**src/rtl/baud_gen_pkg.sv**
```systemverilog
// package for the serial baud rate generator: register map, field positions, reset values
// assumes a 32-bit apb slave, one register per aligned word
`default_nettype none
package baud_gen_pkg;
  // register byte addresses: printed offsets are not all multiples of four,
  // so each is an index and the byte address is four times it
  localparam logic [11:0] RCS_IDX     = 12'h018;  // receive control and status index
  localparam logic [11:0] TCS_IDX     = 12'h098;  // transmit control and status index
  localparam logic [11:0] DIV_IDX     = 12'h099;  // baud divisor index
  localparam logic [11:0] STAT_IDX    = 12'h09a;  // generator status index
  localparam logic [13:0] RCS_ADDR    = {RCS_IDX, 2'b00};
  localparam logic [13:0] TCS_ADDR    = {TCS_IDX, 2'b00};
  localparam logic [13:0] DIV_ADDR    = {DIV_IDX, 2'b00};
  localparam logic [13:0] STAT_ADDR   = {STAT_IDX, 2'b00};
  // field positions in transmit control and status
  localparam int          CLK_SRC_BIT = 7;        // clock source select, 1 = master
  localparam int          MODE_BIT    = 4;        // 1 = synchronous, 0 = asynchronous
  localparam int          HS_BIT      = 2;        // high speed select
  localparam int          EMPTY_BIT   = 1;        // shifter empty, read only
  localparam int          UNUSED_BIT  = 3;        // unimplemented, reads zero
  // reset values
  localparam logic [7:0]  TCS_RST     = 8'h02;
  localparam logic [7:0]  RCS_RST     = 8'h00;
  localparam logic [7:0]  DIV_RST     = 8'h00;
  // prescale terminal counts (period minus one) in oscillator cycles
  localparam logic [5:0]  PRE_ASYNC_LO = 6'h3f;   // divide by 64
  localparam logic [5:0]  PRE_ASYNC_HI = 6'h0f;   // divide by 16
  localparam logic [5:0]  PRE_SYNC     = 6'h03;   // divide by 4
  // oversample prescale: one sample period is one whole tick of the x16 or x64 tick stream
  localparam logic [5:0]  PRE_RST      = 6'h00;
  localparam logic [7:0]  CNT_RST      = 8'h00;
endpackage : baud_gen_pkg
`default_nettype wire

```
**src/rtl/baud_prescaler.sv**
```systemverilog
// prescaler: counts oscillator cycles down a selectable period and pulses at the end
// assumes a synchronous active low reset and a restart pulse from the divisor write
`default_nettype none
module baud_prescaler (
  input  wire logic       clk,
  input  wire logic       rst_b,
  input  wire logic       restart,
  input  wire logic [5:0] period_m1,
  output logic            tick
);
  logic [5:0] cnt_r;    // cycles remaining in the prescale period
  logic       tick_r;   // terminal pulse

  // count down, reload at zero or on restart
  always_ff @(posedge clk)
  begin
    if (!rst_b || restart)
    begin
      cnt_r  <= period_m1;
      tick_r <= 1'b0;
    end
    else if (cnt_r == baud_gen_pkg::PRE_RST)
    begin
      cnt_r  <= period_m1;  // new mode takes effect on the next period
      tick_r <= 1'b1;
    end
    else
    begin
      cnt_r  <= cnt_r - 6'h01;
      tick_r <= 1'b0;
    end
  end

  assign tick = tick_r;
endmodule : baud_prescaler
`default_nettype wire

```
**src/rtl/majority_sampler.sv**
```systemverilog
// three sample majority vote on the receive data pin
// assumes the pin is synchronous to the clock; takes a sample on each strobe
`default_nettype none
module majority_sampler (
  input  wire logic clk,
  input  wire logic rst_b,
  input  wire logic strobe,
  input  wire logic pin,
  output logic      level
);
  logic [2:0] shift_r;  // last three samples
  logic       level_r;  // voted level

  // vote of three samples, idle line is high
  function automatic logic vote3(input logic [2:0] s);
    vote3 = (s[0] & s[1]) | (s[0] & s[2]) | (s[1] & s[2]);
  endfunction : vote3

  // shift samples in on each strobe and vote over the fresh set
  always_ff @(posedge clk)
  begin
    if (!rst_b)
    begin
      shift_r <= 3'h7;
      level_r <= 1'b1;
    end
    else if (strobe)
    begin
      shift_r <= {shift_r[1:0], pin};
      level_r <= vote3({shift_r[1:0], pin}); // RULE8
    end
  end

  assign level = level_r;
endmodule : majority_sampler
`default_nettype wire

```
**src/rtl/serial_baud_rate_generator.sv**
```systemverilog
// top of the serial baud rate generator: apb registers, 8-bit rate timer, rx sampling
// assumes one clock, apb master per amba rules, shifters outside consume the ticks
//
// Functional notes
// RULE1: free-running 8-bit timer, period from divisor
// RULE2: async low speed: osc over 64(X+1)
// RULE3: async high speed: osc over 16(X+1)
// RULE4: sync mode: osc over 4(X+1)
// RULE5: sync mode ignores high speed select
// RULE6: ticks only when master with internal clock; the code needs master only in sync mode and ticks in async mode either way
// RULE7: divisor write restarts the timer at once
// RULE8: rx pin sampled thrice, majority wins
// RULE9: divisor is unsigned 8-bit, 0 to 255
// RULE10: high speed select is control bit 2
// RULE11: software may prefer high speed for accuracy
// RULE12: async output is x16 or x64 tick
// RULE13: control bit 4 selects sync mode
// RULE14: terminal count emits tick, reloads divisor
`default_nettype none
module serial_baud_rate_generator (
  input  wire logic        CORE_CLK,
  input  wire logic        RST_B,
  input  wire logic        PSEL,
  input  wire logic        PENABLE,
  input  wire logic        PWRITE,
  input  wire logic [15:0] PADDR,
  input  wire logic [31:0] PWDATA,
  input  wire logic [3:0]  PSTRB,
  output logic      [31:0] PRDATA,
  output logic             PREADY,
  output logic             PSLVERR,
  input  wire logic        RECEIVE_DATA_PIN,
  input  wire logic        SHIFTER_EMPTY,
  output logic             RATE_TICK,
  output logic             SAMPLE_TICK,
  output logic             RX_LEVEL,
  output logic             SYNC_MODE,
  output logic             CLOCK_MASTER
);
  // generator states, one-hot
  typedef enum logic [2:0] {
    GEN_IDLE  = 3'b001,   // sync mode slave: no ticks
    GEN_ASYNC = 3'b010,   // asynchronous, x16 or x64 output
    GEN_SYNC  = 3'b100    // synchronous master, divide by 4
  } gen_state_t;

  logic [7:0]  tcs_r;          // transmit control and status
  logic [7:0]  rcs_r;          // receive control and status
  logic [7:0]  div_r;          // baud divisor
  logic [7:0]  cnt_r;          // rate timer count
  logic        restart_r;      // one cycle restart after a divisor write
  logic        rate_tick_r;    // bit rate tick
  logic        samp_tick_r;    // oversample tick to the sampler
  logic [31:0] prdata_r;       // read data register
  logic        pready_r;       // access phase answer
  logic        pslverr_r;      // unmapped address flag
  logic        sync_r;         // registered mode output
  logic        master_r;       // registered master output
  gen_state_t  state_r;        // generator state
  gen_state_t  state_nxt;      // next generator state
  logic [5:0]  pre_period;     // prescaler period minus one
  logic        pre_tick;       // prescaler terminal pulse
  logic        rx_level;       // voted receive level
  logic        access;         // apb access phase
  logic        wr_en;          // write that takes effect this edge
  logic        div_wr;         // write to the divisor
  logic [13:0] word_addr;      // byte address in the register window

  // decode of a mapped address
  function automatic logic addr_ok(input logic [13:0] a);
    addr_ok = (a == baud_gen_pkg::RCS_ADDR) || (a == baud_gen_pkg::TCS_ADDR) ||
              (a == baud_gen_pkg::DIV_ADDR) || (a == baud_gen_pkg::STAT_ADDR);
  endfunction : addr_ok

  assign word_addr = PADDR[13:0];
  assign access    = PSEL && PENABLE && pready_r;
  assign wr_en     = access && PWRITE && PSTRB[0] && addr_ok(word_addr) && (PADDR[15:14] == 2'b00);
  assign div_wr    = wr_en && (word_addr == baud_gen_pkg::DIV_ADDR);

  // one wait state: pready rises in the second access cycle, drops after the handshake
  always_ff @(posedge CORE_CLK)
  begin
    if (!RST_B)
      pready_r <= 1'b0;
    else if (PSEL && PENABLE && !pready_r)
      pready_r <= 1'b1;
    else
      pready_r <= 1'b0;
  end

  // slave error for unmapped addresses, shown with pready
  always_ff @(posedge CORE_CLK)
  begin
    if (!RST_B)
      pslverr_r <= 1'b0;
    else if (PSEL && PENABLE && !pready_r)
      pslverr_r <= !addr_ok(word_addr) || (PADDR[15:14] != 2'b00);
    else
      pslverr_r <= 1'b0;
  end

  // read data captured the cycle before pready, held through the handshake
  always_ff @(posedge CORE_CLK)
  begin
    if (!RST_B)
      prdata_r <= 32'h0000_0000;
    else if (PSEL && PENABLE && !pready_r && !PWRITE)
    begin
      unique case (word_addr)
        baud_gen_pkg::RCS_ADDR:  prdata_r <= {24'h00_0000, rcs_r};
        baud_gen_pkg::TCS_ADDR:  prdata_r <= {24'h00_0000, tcs_r};
        baud_gen_pkg::DIV_ADDR:  prdata_r <= {24'h00_0000, div_r};
        baud_gen_pkg::STAT_ADDR: prdata_r <= {24'h00_0000, state_r, rx_level, cnt_r[3:0]};
        default:                 prdata_r <= 32'h0000_0000;  // unmapped reads zero
      endcase
    end
  end

  // transmit control: writable bits, empty flag follows the shifter, bit 3 reads zero
  always_ff @(posedge CORE_CLK)
  begin
    if (!RST_B)
      tcs_r <= baud_gen_pkg::TCS_RST;
    else
    begin
      if (wr_en && word_addr == baud_gen_pkg::TCS_ADDR)
        tcs_r <= PWDATA[7:0];   // RULE10 RULE13
      tcs_r[baud_gen_pkg::UNUSED_BIT] <= 1'b0;
      tcs_r[baud_gen_pkg::EMPTY_BIT]  <= SHIFTER_EMPTY;
    end
  end

  // receive control: stored for software, not used by the generator
  always_ff @(posedge CORE_CLK)
  begin
    if (!RST_B)
      rcs_r <= baud_gen_pkg::RCS_RST;
    else if (wr_en && word_addr == baud_gen_pkg::RCS_ADDR)
      rcs_r <= PWDATA[7:0];
  end

  // baud divisor, full unsigned byte
  always_ff @(posedge CORE_CLK)
  begin
    if (!RST_B)
      div_r <= baud_gen_pkg::DIV_RST;
    else if (div_wr)
      div_r <= PWDATA[7:0];   // RULE9
  end

  // restart pulse for the prescaler and timer, the cycle after the write
  always_ff @(posedge CORE_CLK)
  begin
    if (!RST_B)
      restart_r <= 1'b0;
    else
      restart_r <= div_wr;  // RULE7
  end

  // mode selection: master clock in sync mode, always in async mode
  always_comb
  begin
    state_nxt = GEN_ASYNC;
    if (tcs_r[baud_gen_pkg::MODE_BIT] && !tcs_r[baud_gen_pkg::CLK_SRC_BIT])
      state_nxt = GEN_IDLE;   // RULE6
    else if (tcs_r[baud_gen_pkg::MODE_BIT])
      state_nxt = GEN_SYNC;   // RULE13
  end

  // generator state register
  always_ff @(posedge CORE_CLK)
  begin
    if (!RST_B)
      state_r <= GEN_ASYNC;
    else
      state_r <= state_nxt;
  end

  // prescale period from mode; high speed only counts in async
  always_comb
  begin
    pre_period = baud_gen_pkg::PRE_ASYNC_LO;
    unique case (state_r)
      GEN_SYNC:  pre_period = baud_gen_pkg::PRE_SYNC;   // RULE4 RULE5
      GEN_ASYNC: pre_period = tcs_r[baud_gen_pkg::HS_BIT] ? baud_gen_pkg::PRE_ASYNC_HI
                                                          : baud_gen_pkg::PRE_ASYNC_LO; // RULE2 RULE3
      GEN_IDLE:  pre_period = baud_gen_pkg::PRE_ASYNC_LO;
    endcase
  end

  // prescaler in front of the 8-bit timer
  baud_prescaler u_pre (
    .clk       (CORE_CLK),
    .rst_b     (RST_B),
    .restart   (restart_r),
    .period_m1 (pre_period),
    .tick      (pre_tick)
  );

  // 8-bit rate timer: counts prescale ticks, reloads from the divisor at zero
  always_ff @(posedge CORE_CLK)
  begin
    if (!RST_B || restart_r)
      cnt_r <= div_r;   // RULE7
    else if (pre_tick && state_r != GEN_IDLE)
    begin
      if (cnt_r == baud_gen_pkg::CNT_RST)
        cnt_r <= div_r;   // RULE1 RULE14
      else
        cnt_r <= cnt_r - 8'h01;
    end
  end

  // bit rate tick: one cycle at terminal count, none when sync slave
  always_ff @(posedge CORE_CLK)
  begin
    if (!RST_B || restart_r)
      rate_tick_r <= 1'b0;
    else
      rate_tick_r <= pre_tick && (state_r != GEN_IDLE) &&
                     (cnt_r == baud_gen_pkg::CNT_RST);   // RULE14 RULE6
  end

  // oversample tick: x16 or x64 stream in async mode feeds the sampler
  always_ff @(posedge CORE_CLK)
  begin
    if (!RST_B || restart_r)
      samp_tick_r <= 1'b0;
    else
      samp_tick_r <= pre_tick && (state_r == GEN_ASYNC) &&
                     (cnt_r == baud_gen_pkg::CNT_RST);   // RULE12
  end

  // majority vote on the receive pin at each oversample tick
  majority_sampler u_samp (
    .clk    (CORE_CLK),
    .rst_b  (RST_B),
    .strobe (samp_tick_r),
    .pin    (RECEIVE_DATA_PIN),
    .level  (rx_level)
  );

  // registered mode outputs for the shifters
  always_ff @(posedge CORE_CLK)
  begin
    if (!RST_B)
    begin
      sync_r   <= 1'b0;
      master_r <= 1'b0;
    end
    else
    begin
      sync_r   <= tcs_r[baud_gen_pkg::MODE_BIT];
      master_r <= tcs_r[baud_gen_pkg::CLK_SRC_BIT];
    end
  end

  assign PRDATA      = prdata_r;
  assign PREADY      = pready_r;
  assign PSLVERR     = pslverr_r;
  assign RATE_TICK   = rate_tick_r;
  assign SAMPLE_TICK = samp_tick_r;
  assign RX_LEVEL    = rx_level;
  assign SYNC_MODE   = sync_r;
  assign CLOCK_MASTER = master_r;
endmodule : serial_baud_rate_generator
`default_nettype wire

```
**config.mk**
```make
export PLATFORM = sky130hd
export DESIGN_NAME = serial_baud_rate_generator
export DESIGN_NICKNAME = d
export VERILOG_FILES = /design/src/rtl/baud_gen_pkg.sv /design/src/rtl/baud_prescaler.sv /design/src/rtl/majority_sampler.sv /design/src/rtl/serial_baud_rate_generator.sv
export SDC_FILE = /design/constraint.sdc
export NUM_CORES = 1
export LEC_CHECK = 0
export BUFFER_PORTS_ARGS = -buffer_cell sky130_fd_sc_hd__buf_4
export CORE_MARGIN = 2
export CORE_UTILIZATION = 40
export CTS_BUF_LIST = sky130_fd_sc_hd__clkbuf_8
export DETAILED_ROUTE_END_ITERATION = 16
export PLACE_DENSITY = 0.66
export SYNTH_ARGS = -nofsm -noshare
export SYNTH_HDL_FRONTEND = slang
export SYNTH_SLANG_ARGS = --single-unit
```
**constraint.sdc**
```tcl
create_clock -name CORE_CLK -period 4.6 [get_ports CORE_CLK]
set_clock_uncertainty 0.15 [all_clocks]
set_input_delay 0.46 -clock CORE_CLK [delete_from_list [all_inputs] [get_ports CORE_CLK]]
set_output_delay 0.46 -clock CORE_CLK [all_outputs]
set_load 0.01 [all_outputs]
```
# --- Yosys cells after proc, flatten, opt, wreduce, memory -nomap -nowiden ---
# Index checks and enable logic that the tools add are counted.
word_totals:
  ff_bits: 84
  input_bits: 59
  output_inout_bits: 39
  elab_cells: 81
op_classes:
  n_addsub: 2
  eq_ne: 8
  n_mux: 12
  n_bitwise: 6
  reduce_logical: 33
op_table:
  columns: ["op", "count"]
  rows:
  - ["== test 14 x 10 -> 1 bit (second input constant)", 3]
  - ["case mux 8 bit (4 select lines)", 1]
  - ["two-way mux 8 bit", 3]
  - ["two-way mux 6 bit", 3]
  - ["case mux 6 bit (3 select lines)", 1]
  - ["logical AND 1 bit", 16]
  - ["== test 14 x 7 -> 1 bit (second input constant)", 1]
  - ["logical NOT 8 bit", 1]
  - ["subtractor 8 x 1 -> 8 bit (second input constant)", 1]
  - ["logical NOT 6 bit", 1]
  - ["subtractor 6 x 1 -> 6 bit (second input constant)", 1]
  - ["logical NOT 1 bit", 5]
  - ["logical OR 1 bit", 5]
  - ["nonzero test 2 bit", 2]
  - ["bitwise AND 1 bit", 3]
  - ["== test 3 x 1 -> 1 bit (second input constant)", 1]
  - ["== test 3 x 2 -> 1 bit (second input constant)", 1]
  - ["== test 3 bit (second input constant)", 1]
  - ["two-way mux 3 bit", 1]
  - ["!= test 3 x 1 -> 1 bit (second input constant)", 1]
  - ["logical NOT 2 bit", 1]
  - ["two-way mux 1 bit", 2]
  - ["two-way mux 2 bit", 1]
  - ["OR 1 bit", 2]
  - ["other kinds (3)", 3]

# --- Longest topological paths before layout ---
# Gate-level depths: netlist of the first run.
logic_depth:
  word_depth: 7
  depth_mapped: 7
  depth_no_buf: 6

# --- Modules after synthesis ---
# From an unflattened synthesis of the first run, not the netlist that was laid out.
hier_totals:
  hier_cells: 302
  area_unflattened_um2: 2860.2
by_module_without_submodules:
  columns: ["module", "n_inst", "cells_each", "area_each_um2", "seq_area_each_um2"]
  rows:
  - ["serial_baud_rate_generator", 1, 258, 2391.0, 1061.0]
  - ["baud_prescaler", 1, 33, 359.1, 140.1]
  - ["majority_sampler", 1, 11, 110.1, 60.1]

# --- Worst setup path after synthesis of the first run ---
# Ideal clock, no wire load.
synth_path:
  path_type: "register to register"
  from: "register cnt_r[2]"
  to: "register cnt_r[5], data pin"
  setup_ns: 0.258
  t_arrival_ns: 1.671
  required_ns: 4.192
  slack_ns: 2.521
  stages_incl_launch_ff: 7
  n_path_buf: 1
  synth_period_minus_slack_ns: 2.079
  path_cell_list: "edfxtp_1 -> or4_1 -> nor4b_2 -> nor2_1 -> buf_6 -> nor2_1 -> a21oi_1"
synth_via:
  elab_chain_len: 4
  elab_cells_between_ends: 5
  cone_classes: "1 x add/sub; 3 x mux; 1 x reduce/logical"
synth_lines:
  columns: ["item", "line_no", "rtl"]
  rows:
  - ["from (decl)", "serial_baud_rate_generator.sv:50", "logic [7:0] cnt_r;"]
  - ["from (signal assigned)", "serial_baud_rate_generator.sv:204", "cnt_r <= div_r;"]
  - ["from (signal assigned)", "serial_baud_rate_generator.sv:208", "cnt_r <= div_r;"]
  - ["from (signal assigned)", "serial_baud_rate_generator.sv:210", "cnt_r <= cnt_r - 8'h01;"]
  - ["subtractor 8 x 1 -> 8 bit / logical NOT 8 bit (equally long branches)", "serial_baud_rate_generator.sv:210, serial_baud_rate_generator.sv:207", null]
  - ["two-way mux 8 bit *", "serial_baud_rate_generator.sv:207", "if (cnt_r == baud_gen_pkg::CNT_RST)"]
  - ["two-way mux 8 bit *", "serial_baud_rate_generator.sv:205", "else if (pre_tick && state_r != GEN_IDLE)"]
  - ["two-way mux 8 bit *", "serial_baud_rate_generator.sv:203", "if (!RST_B || restart_r)"]
# Mark *: on every way between the ends. The rest lies on a longest branch, timed or not. The select of a mux whose other input is x is not followed.
# A chain may end at the register's enable or synchronous reset.

# --- Worst setup path in the final report of the first run ---
layout_path:
  from: "register cnt_r[2]"
  to: "register cnt_r[6], data pin"
# Same word-level chain as after synthesis.

==> results of run 1 <==
==> kinds of logic (layout without fill, tap and decap cells) <==
group	after synthesis	count (layout)	share of synthesized area (%)
compound gates	61	61	12.7
xor+xnor	10	10	3.05
fa+ha+maj	4	4	1.74
buf+inv	47	71	10.4
flops	59	59	43.9
mux	17	17	5.93
other cells	1	24	0.131
simple gates	120	120	22.1
==> cell type report <==
cell class,instances,area share (%)
inverter,8,0.895
clock buffer,10,4.10
clock inverter,6,1.68
tap,96,3.58
multi-input combinational,236,41.6
timing repair buffer,47,10.5
sequential,59,37.6
==> sequential cells by signal, indices dropped and copies added, names as in the netlist <==
name	flops
CLOCK_MASTER	1
PRDATA	8
PREADY	1
PSLVERR	1
RATE_TICK	1
SAMPLE_TICK	1
SYNC_MODE	1
cnt_r	8
div_r	8
rcs_r	8
restart_r	1
state_r	3
tcs_r	7
u_pre.cnt_r	6
u_pre.tick	1
u_samp.level	1
u_samp.shift_r	2
==> worst paths after layout <==
check,start,to,slack [ns],cells after the start
max reg2reg,cnt_r[2],cnt_r[6],2.23,5
min,SHIFTER_EMPTY,tcs_r[1],0.15,2
min reg2reg,u_pre.cnt_r[0],u_pre.cnt_r[0],0.25,1
max,cnt_r[2],cnt_r[6],2.23,5
==> synth_stat cells, types with 2 or more instances <==
master / n
nand4_1: 2
edfxtp_1: 8
dfxtp_1: 51
a32oi_1: 8
nand2_1: 45
o21ai_1: 14
and3_1: 3
nand2b_1: 5
buf_6: 3
o21ai_0: 13
nor2b_1: 11
nand3_1: 14
nor3_1: 3
buf_2: 5
a21oi_1: 15
buf_4: 25
nor4_4: 2
xor2_1: 3
nor2_1: 22
inv_1: 8
nor4b_1: 2
ha_1: 4
nor4_1: 2
xnor2_1: 7
clkbuf_1: 6
mux2i_1: 17
a21boi_1: 8
==> metal layers <==
layer,GRT usage (%),vias to the layer above,wire length [um]
met5,0,-,0
li1,-,1139,-
met1,20.4,1036,2810
met3,4.57,11,301
met2,25.1,61,2710
met4,8.26,0,125
==> report_power, final <==
| part | total, mW | switching (mW) | internal [mW] |
|---|---|---|---|
| clock network | 0.466 | 0.206 | 0.260 |
| registers | 0.542 | 0.00929 | 0.533 |
| logic | 0.0901 | 0.0508 | 0.0392 |
==> metrics, run 1 <==
final core area utilization about half; CP max FO 16; gp weighted congestion between 0.8 and 0.9; slowest CP cell or4_1; remaining global-route overflow 0; Crit Path Class reg2reg; Worst setup EP type flip-flop; maximum clock frequency roughly 0.42 GHz; post-layout min period between 2 and 2.5 ns; WP buf/inv 0; Pwr Total 1.10 mW; post_cts resized 0; leakage dissipation about 1.3 nW; top cells by area, synth dfxtp_1 36%, edfxtp_1 8.4%, buf_4 6.5%; postcts setup bufs 0; warnings from Yosys 0; Routed WL 5.95 mm; Num CTS Buffers 9; antenna violations before repair 0; max-cap violation count 0; Port-buffer cells 46; CTS tree done; placed instance count between 400 and 500; Hold Vio Cnt, Final 0; clock latency on the worst-skew pair between 0.3 and 0.4 ns; I/O pin count 98; worst path arrival time ~2.3 ns; row count 30; pre-CTS setup slack ~1.9 ns; Synth cell types 40; startpoint type of the worst setup path flip-flop; TritonRoute pass-1 iters 4; chip height 88.7 um; share of flip-flops with an asynchronous set or reset 0%; clk sink count between 50 and 60; register area share after synthesis between 40 and 50%; fraction of layout cells with a size suffix above 1 between 10% and 20%; Bufs on Longest Clock Path 2; DR DRC count 0; most frequent cells in the layout 51 x dfxtp_1, 47 x buf_4, 45 x nand2_1, 24 x conb_1, 22 x nor2_1; worst hold slack about 0.15 ns; Total Nets Final 424; setup TNS 0 ns; vias 2247; slack of the critical path 2.23 ns; Critical Path, Cell by Cell or4_1 -> nor4b_2 -> nor2_1 -> nor2_1 -> a21oi_1; DP Area 3160 sq um; post-synthesis cell count approximately 320; post-synth top area share between 30% and 40%; core area 6870 sq um; final instance area 3350 sq um; htree depth 3; DRT antenna net count 0; Final Slew Violations 0; hpwl dp roughly 4.4 mm; layout filler cell count just under 700; Starting Density between 40% and 50%; wire length of the first global-routing pass between 9 and 10 mm; Yosys top cell by area dfxtp_1; Worst Hold Class in2reg; Avg Inst Size Synth about 9 sq um; vias in the first global route roughly 2000; Tcrit/Tclk final 51.6%; Pwr per Cell Area between 300 and 400 nW/um^2; # hold bufs at CTS 0; crit-path most repeated cell nor2_1; 1st-iter DRT viols 84; CTS root buffer clkbuf_8; #FFs+latches synth a little under 60; Crit path required time 4.49 ns; ys flop type dfxtp_1; run status complete, no violations; CP peak stage delay roughly 0.62 ns; area of the multi-input gates 1400 sq um; CP top delay family simple AND/OR/NAND/NOR gates; Die W a little under 90 um; most common cell after layout, fill and taps aside dfxtp_1; all-layer global routing usage 16.2%; Die ar. around 8000 sq um; Worst-path clk slew 0.07 ns; pin count of the biggest net entering global routing 39; synthesized area 2870 sq um; Via-to-Cell Ratio 4.86; diode count 0; post-route insts no fill roughly 460; RSZ-0062 raised after global routing no; average wire per standard cell between 10 and 15 um; sequential standard cell area 1260 sq um; P&R area growth vs syn 16.9%; Max-slew headroom 33.5%; Slew @ Worst Pin roughly 0.99 ns; Post-synth EDFFs 8; worst vdd ir 0.150 mV; Setup-failing EPs final 0
Note: power is estimated with default switching activity, not from simulation.
==> inputs of run 2 (changes only) <==
- ABC_AREA: not set -> 1
- clock period: 4.6 -> 2.2 ns (I/O delays scaled with it)
==> run 2 against run 1 <==
Combinational power up 130%. Via count up 11%. Maximum frequency up 32%. First-iteration DRC count up 31%. Critical path depth up 1. Clock power up 110%. Power up 110%. Cell area up 8.4%. Flip-flop and latch count unchanged. Setup slack worse by 1.8 ns. Synthesized cell count up 26%.
==> metrics, run 2 <==
run status complete, no violations (unchanged); CP max FO 16 (unchanged); share of flip-flops with an asynchronous set or reset 0% (unchanged); maximum clock frequency 0.556 GHz (was 0.422 GHz); fraction of layout cells with a size suffix above 1 17.7% (was 18.3%); DR DRC count 0 (unchanged); setup TNS 0 ns (unchanged); most frequent cells in the layout 96 x nand2_1, 56 x nor2_1, 52 x inv_1, 52 x buf_4, 51 x dfxtp_1 (was 51 x dfxtp_1, 47 x buf_4, 45 x nand2_1, 24 x conb_1, 22 x nor2_1); chip height 90.2 um (was 88.7 um); Pwr per Cell Area 634 nW/um^2 (was 328 nW/um^2); sequential standard cell area 1260 sq um (unchanged); layout filler cell count 721 (was 687); area of the multi-input gates 1370 sq um (was 1400 sq um); gp weighted congestion 0.832 (was 0.814); 1st-iter DRT viols 110 (was 84); average wire per standard cell 10.9 um (was 12.9 um); ys flop type dfxtp_1 (unchanged); register area share after synthesis 42.4% (was 43.9%); Synth cell types 33 (was 40); top cells by area, synth dfxtp_1 34%, nand2_1 12%, edfxtp_1 8.1% (was dfxtp_1 36%, edfxtp_1 8.4%, buf_4 6.5%); Num CTS Buffers 9 (unchanged); DP Area 3340 sq um (was 3160 sq um); vias in the first global route 2279 (was 2015); vias 2500 (was 2247); remaining global-route overflow 0 (unchanged); all-layer global routing usage 16.1% (was 16.2%); RSZ-0062 raised after global routing no (unchanged); CTS tree done (unchanged); diode count 0 (unchanged); Via-to-Cell Ratio 4.39 (was 4.86); hpwl dp 4.49 mm (was 4.35 mm); Worst setup EP type flip-flop (unchanged); Port-buffer cells 46 (unchanged); P_sw 0.550 mW (was 0.266 mW); #FFs+latches synth 59 (unchanged); Internal 1.75 mW (was 0.833 mW); warnings from Yosys 0 (unchanged); sw frac 23.9% (was 24.2%); Tcrit/Tclk final 81.8% (was 51.6%); clock power share 41.9% (was 42.4%); Critical Path Sink cnt_r[5] (was cnt_r[6]); worst path arrival time 1.72 ns (was 2.27 ns); Crit Path Class reg2reg (unchanged); worst vdd ir 0.390 mV (was 0.150 mV); Max-slew headroom 65.3% (was 33.5%); R2R Setup Slk 0.40 ns (was 2.23 ns); Routed WL 6.18 mm (was 5.95 mm); pin count of the biggest net entering global routing 28 (was 39); sequential power share 49.3% (was 49.4%); Synth top cells by count 96 x nand2_1, 56 x nor2_1, 51 x dfxtp_1, 51 x inv_1, 34 x o21ai_0 (was 51 x dfxtp_1, 45 x nand2_1, 25 x buf_4); Hold Vio Cnt, Final 0 (unchanged); Comb pwr share 8.8% (was 8.2%); most common cell after layout, fill and taps aside nand2_1 (was dfxtp_1); leakage dissipation 1.75 nW (was 1.34 nW); Post-synth EDFFs 8 (unchanged); TritonRoute pass-1 iters 4 (unchanged); DRT antenna net count 0 (unchanged); Die ar. 8130 sq um (was 7870 sq um); synthesized area 2970 sq um (was 2870 sq um); Total Nets Final 528 (was 424); Bufs on Longest Clock Path 2 (unchanged); Crit path required time 2.12 ns (was 4.49 ns); Die W 90.2 um (was 88.7 um); Worst-path clk slew 0.06 ns (was 0.07 ns); post-synth top area share 34.4% (was 35.6%); wire length of the first global-routing pass 10.4 mm (was 9.61 mm); htree depth 3 (unchanged); reg2reg path depth 6 (was 5); HP Start PENABLE (was SHIFTER_EMPTY); Critical Path Source cnt_r[3] (was cnt_r[2]); Setup-failing EPs final 0 (unchanged); Avg Inst Size Synth 7.41 sq um (was 9.00 sq um); Critical R2R Capture cnt_r[5] (was cnt_r[6]); final instance area 3630 sq um (was 3350 sq um); antenna violations before repair 0 (unchanged); Worst Hold Class in2reg (unchanged); reg2reg start cnt_r[3] (was cnt_r[2]); Yosys top cell by area dfxtp_1 (unchanged); Starting Density 41.2% (was 41.8%); CTS root buffer clkbuf_8 (unchanged); most numerous cell in the Yosys netlist nand2_1 (was dfxtp_1); worst hold slack 0.0957 ns (was 0.155 ns); max-cap violation count 0 (unchanged); I/O pin count 98 (unchanged); clock latency on the worst-skew pair 0.34 ns (about the same); P&R area growth vs syn 22.3% (was 16.9%); clk sink count 59 (unchanged); startpoint type of the worst setup path flip-flop (unchanged); post-layout min period 1.80 ns (was 2.37 ns); post-synthesis cell count 401 (was 319); core area 7210 sq um (was 6870 sq um); row count 31 (was 30); Final Slew Violations 0 (unchanged); Slew @ Worst Pin 0.518 ns (was 0.994 ns)
[run 2: worst min path at each step]
stage | end | slack, ns | depth (start not counted)
2_1_floorplan | tcs_r[1] | 0.18 | 1
3_3_place_gp | u_pre.cnt_r[0] | 0.23 | 1
3_5_place_dp | u_pre.cnt_r[0] | 0.23 | 1
4_1_cts | PREADY | 0.08 | 5
5_1_grt | PREADY | 0.11 | 5
6_report | PREADY | 0.1 | 5
[run 2: cell families after synthesis]
kind of cell / count (synthesis) / share of synthesized area [%]
adder cells (fa/ha/maj): 4 / 1.68
AND/OR/NAND/NOR: 184 / 28.2
other: 1 / 0.126
buffers and inverters: 85 / 14.4
flip-flops: 59 / 42.4
XOR/XNOR: 10 / 2.95
AO/OA/AOI/OAI: 58 / 10.1
[run 2: power groups by stage]
| stage | clock [mW] | combinational, mW | sequential [mW] |
|---|---|---|---|
| floorplan | 0 | 0.144 | 1.16 |
| finish | 0.964 | 0.203 | 1.14 |
| detailed placement | 0 | 0.190 | 1.16 |
| CTS | 0.987 | 0.204 | 1.14 |
| global route | 1.04 | 0.230 | 1.14 |
| global placement | 0 | 0.185 | 1.16 |
[run 2: area by class of cell]
| cell class | instances | share of cell area (%) |
|---|---|---|
| multi-input combinational | 280 | 37.6 |
| sequential | 59 | 34.7 |
| timing repair buffer | 62 | 13.5 |
| inverter | 53 | 5.47 |
| clock buffer | 10 | 3.79 |
| tap | 99 | 3.41 |
| clock inverter | 6 | 1.51 |
[run 2: through the flow]
step                utilization, %  setup WS [ns]  instances  power (mW)
floorplan                        -          0.531        424        1.30
global placement              46.3          0.358        543        1.34
detailed placement            46.3          0.311        543        1.35
CTS                           50.4          0.394        569        2.33
global route                  50.4          0.178        569        2.41
finish                        50.4          0.401        569        2.30
[run 2: repair_timing]
item / 4_1_cts / 5_1_grt
setup buffers: 0 / 0
endpoints found under the setup margin: 0 / 0
hold buffers: 10 / 0
resized for setup: 0 / 0
endpoints found under the hold margin: 18 / 0
[run 2: routing by layer]
layer | track usage (%) | routed length [um] | vias to the layer above
li1 | - | - | 1334
met3 | 4.53 | 276 | 14
met1 | 20.7 | 2940 | 1091
met5 | 0 | 0 | -
met2 | 24.8 | 2830 | 61
met4 | 7.82 | 141 | 0
[run 2: critical path: stages, from the launching register on]
cell and delay (ns):
edfxtp_1 0.46, nor2_1 0.16, nand2_1 0.07, inv_1 0.07, nand3_1 0.11, nand2_1 0.36
o21ai_0 0.16
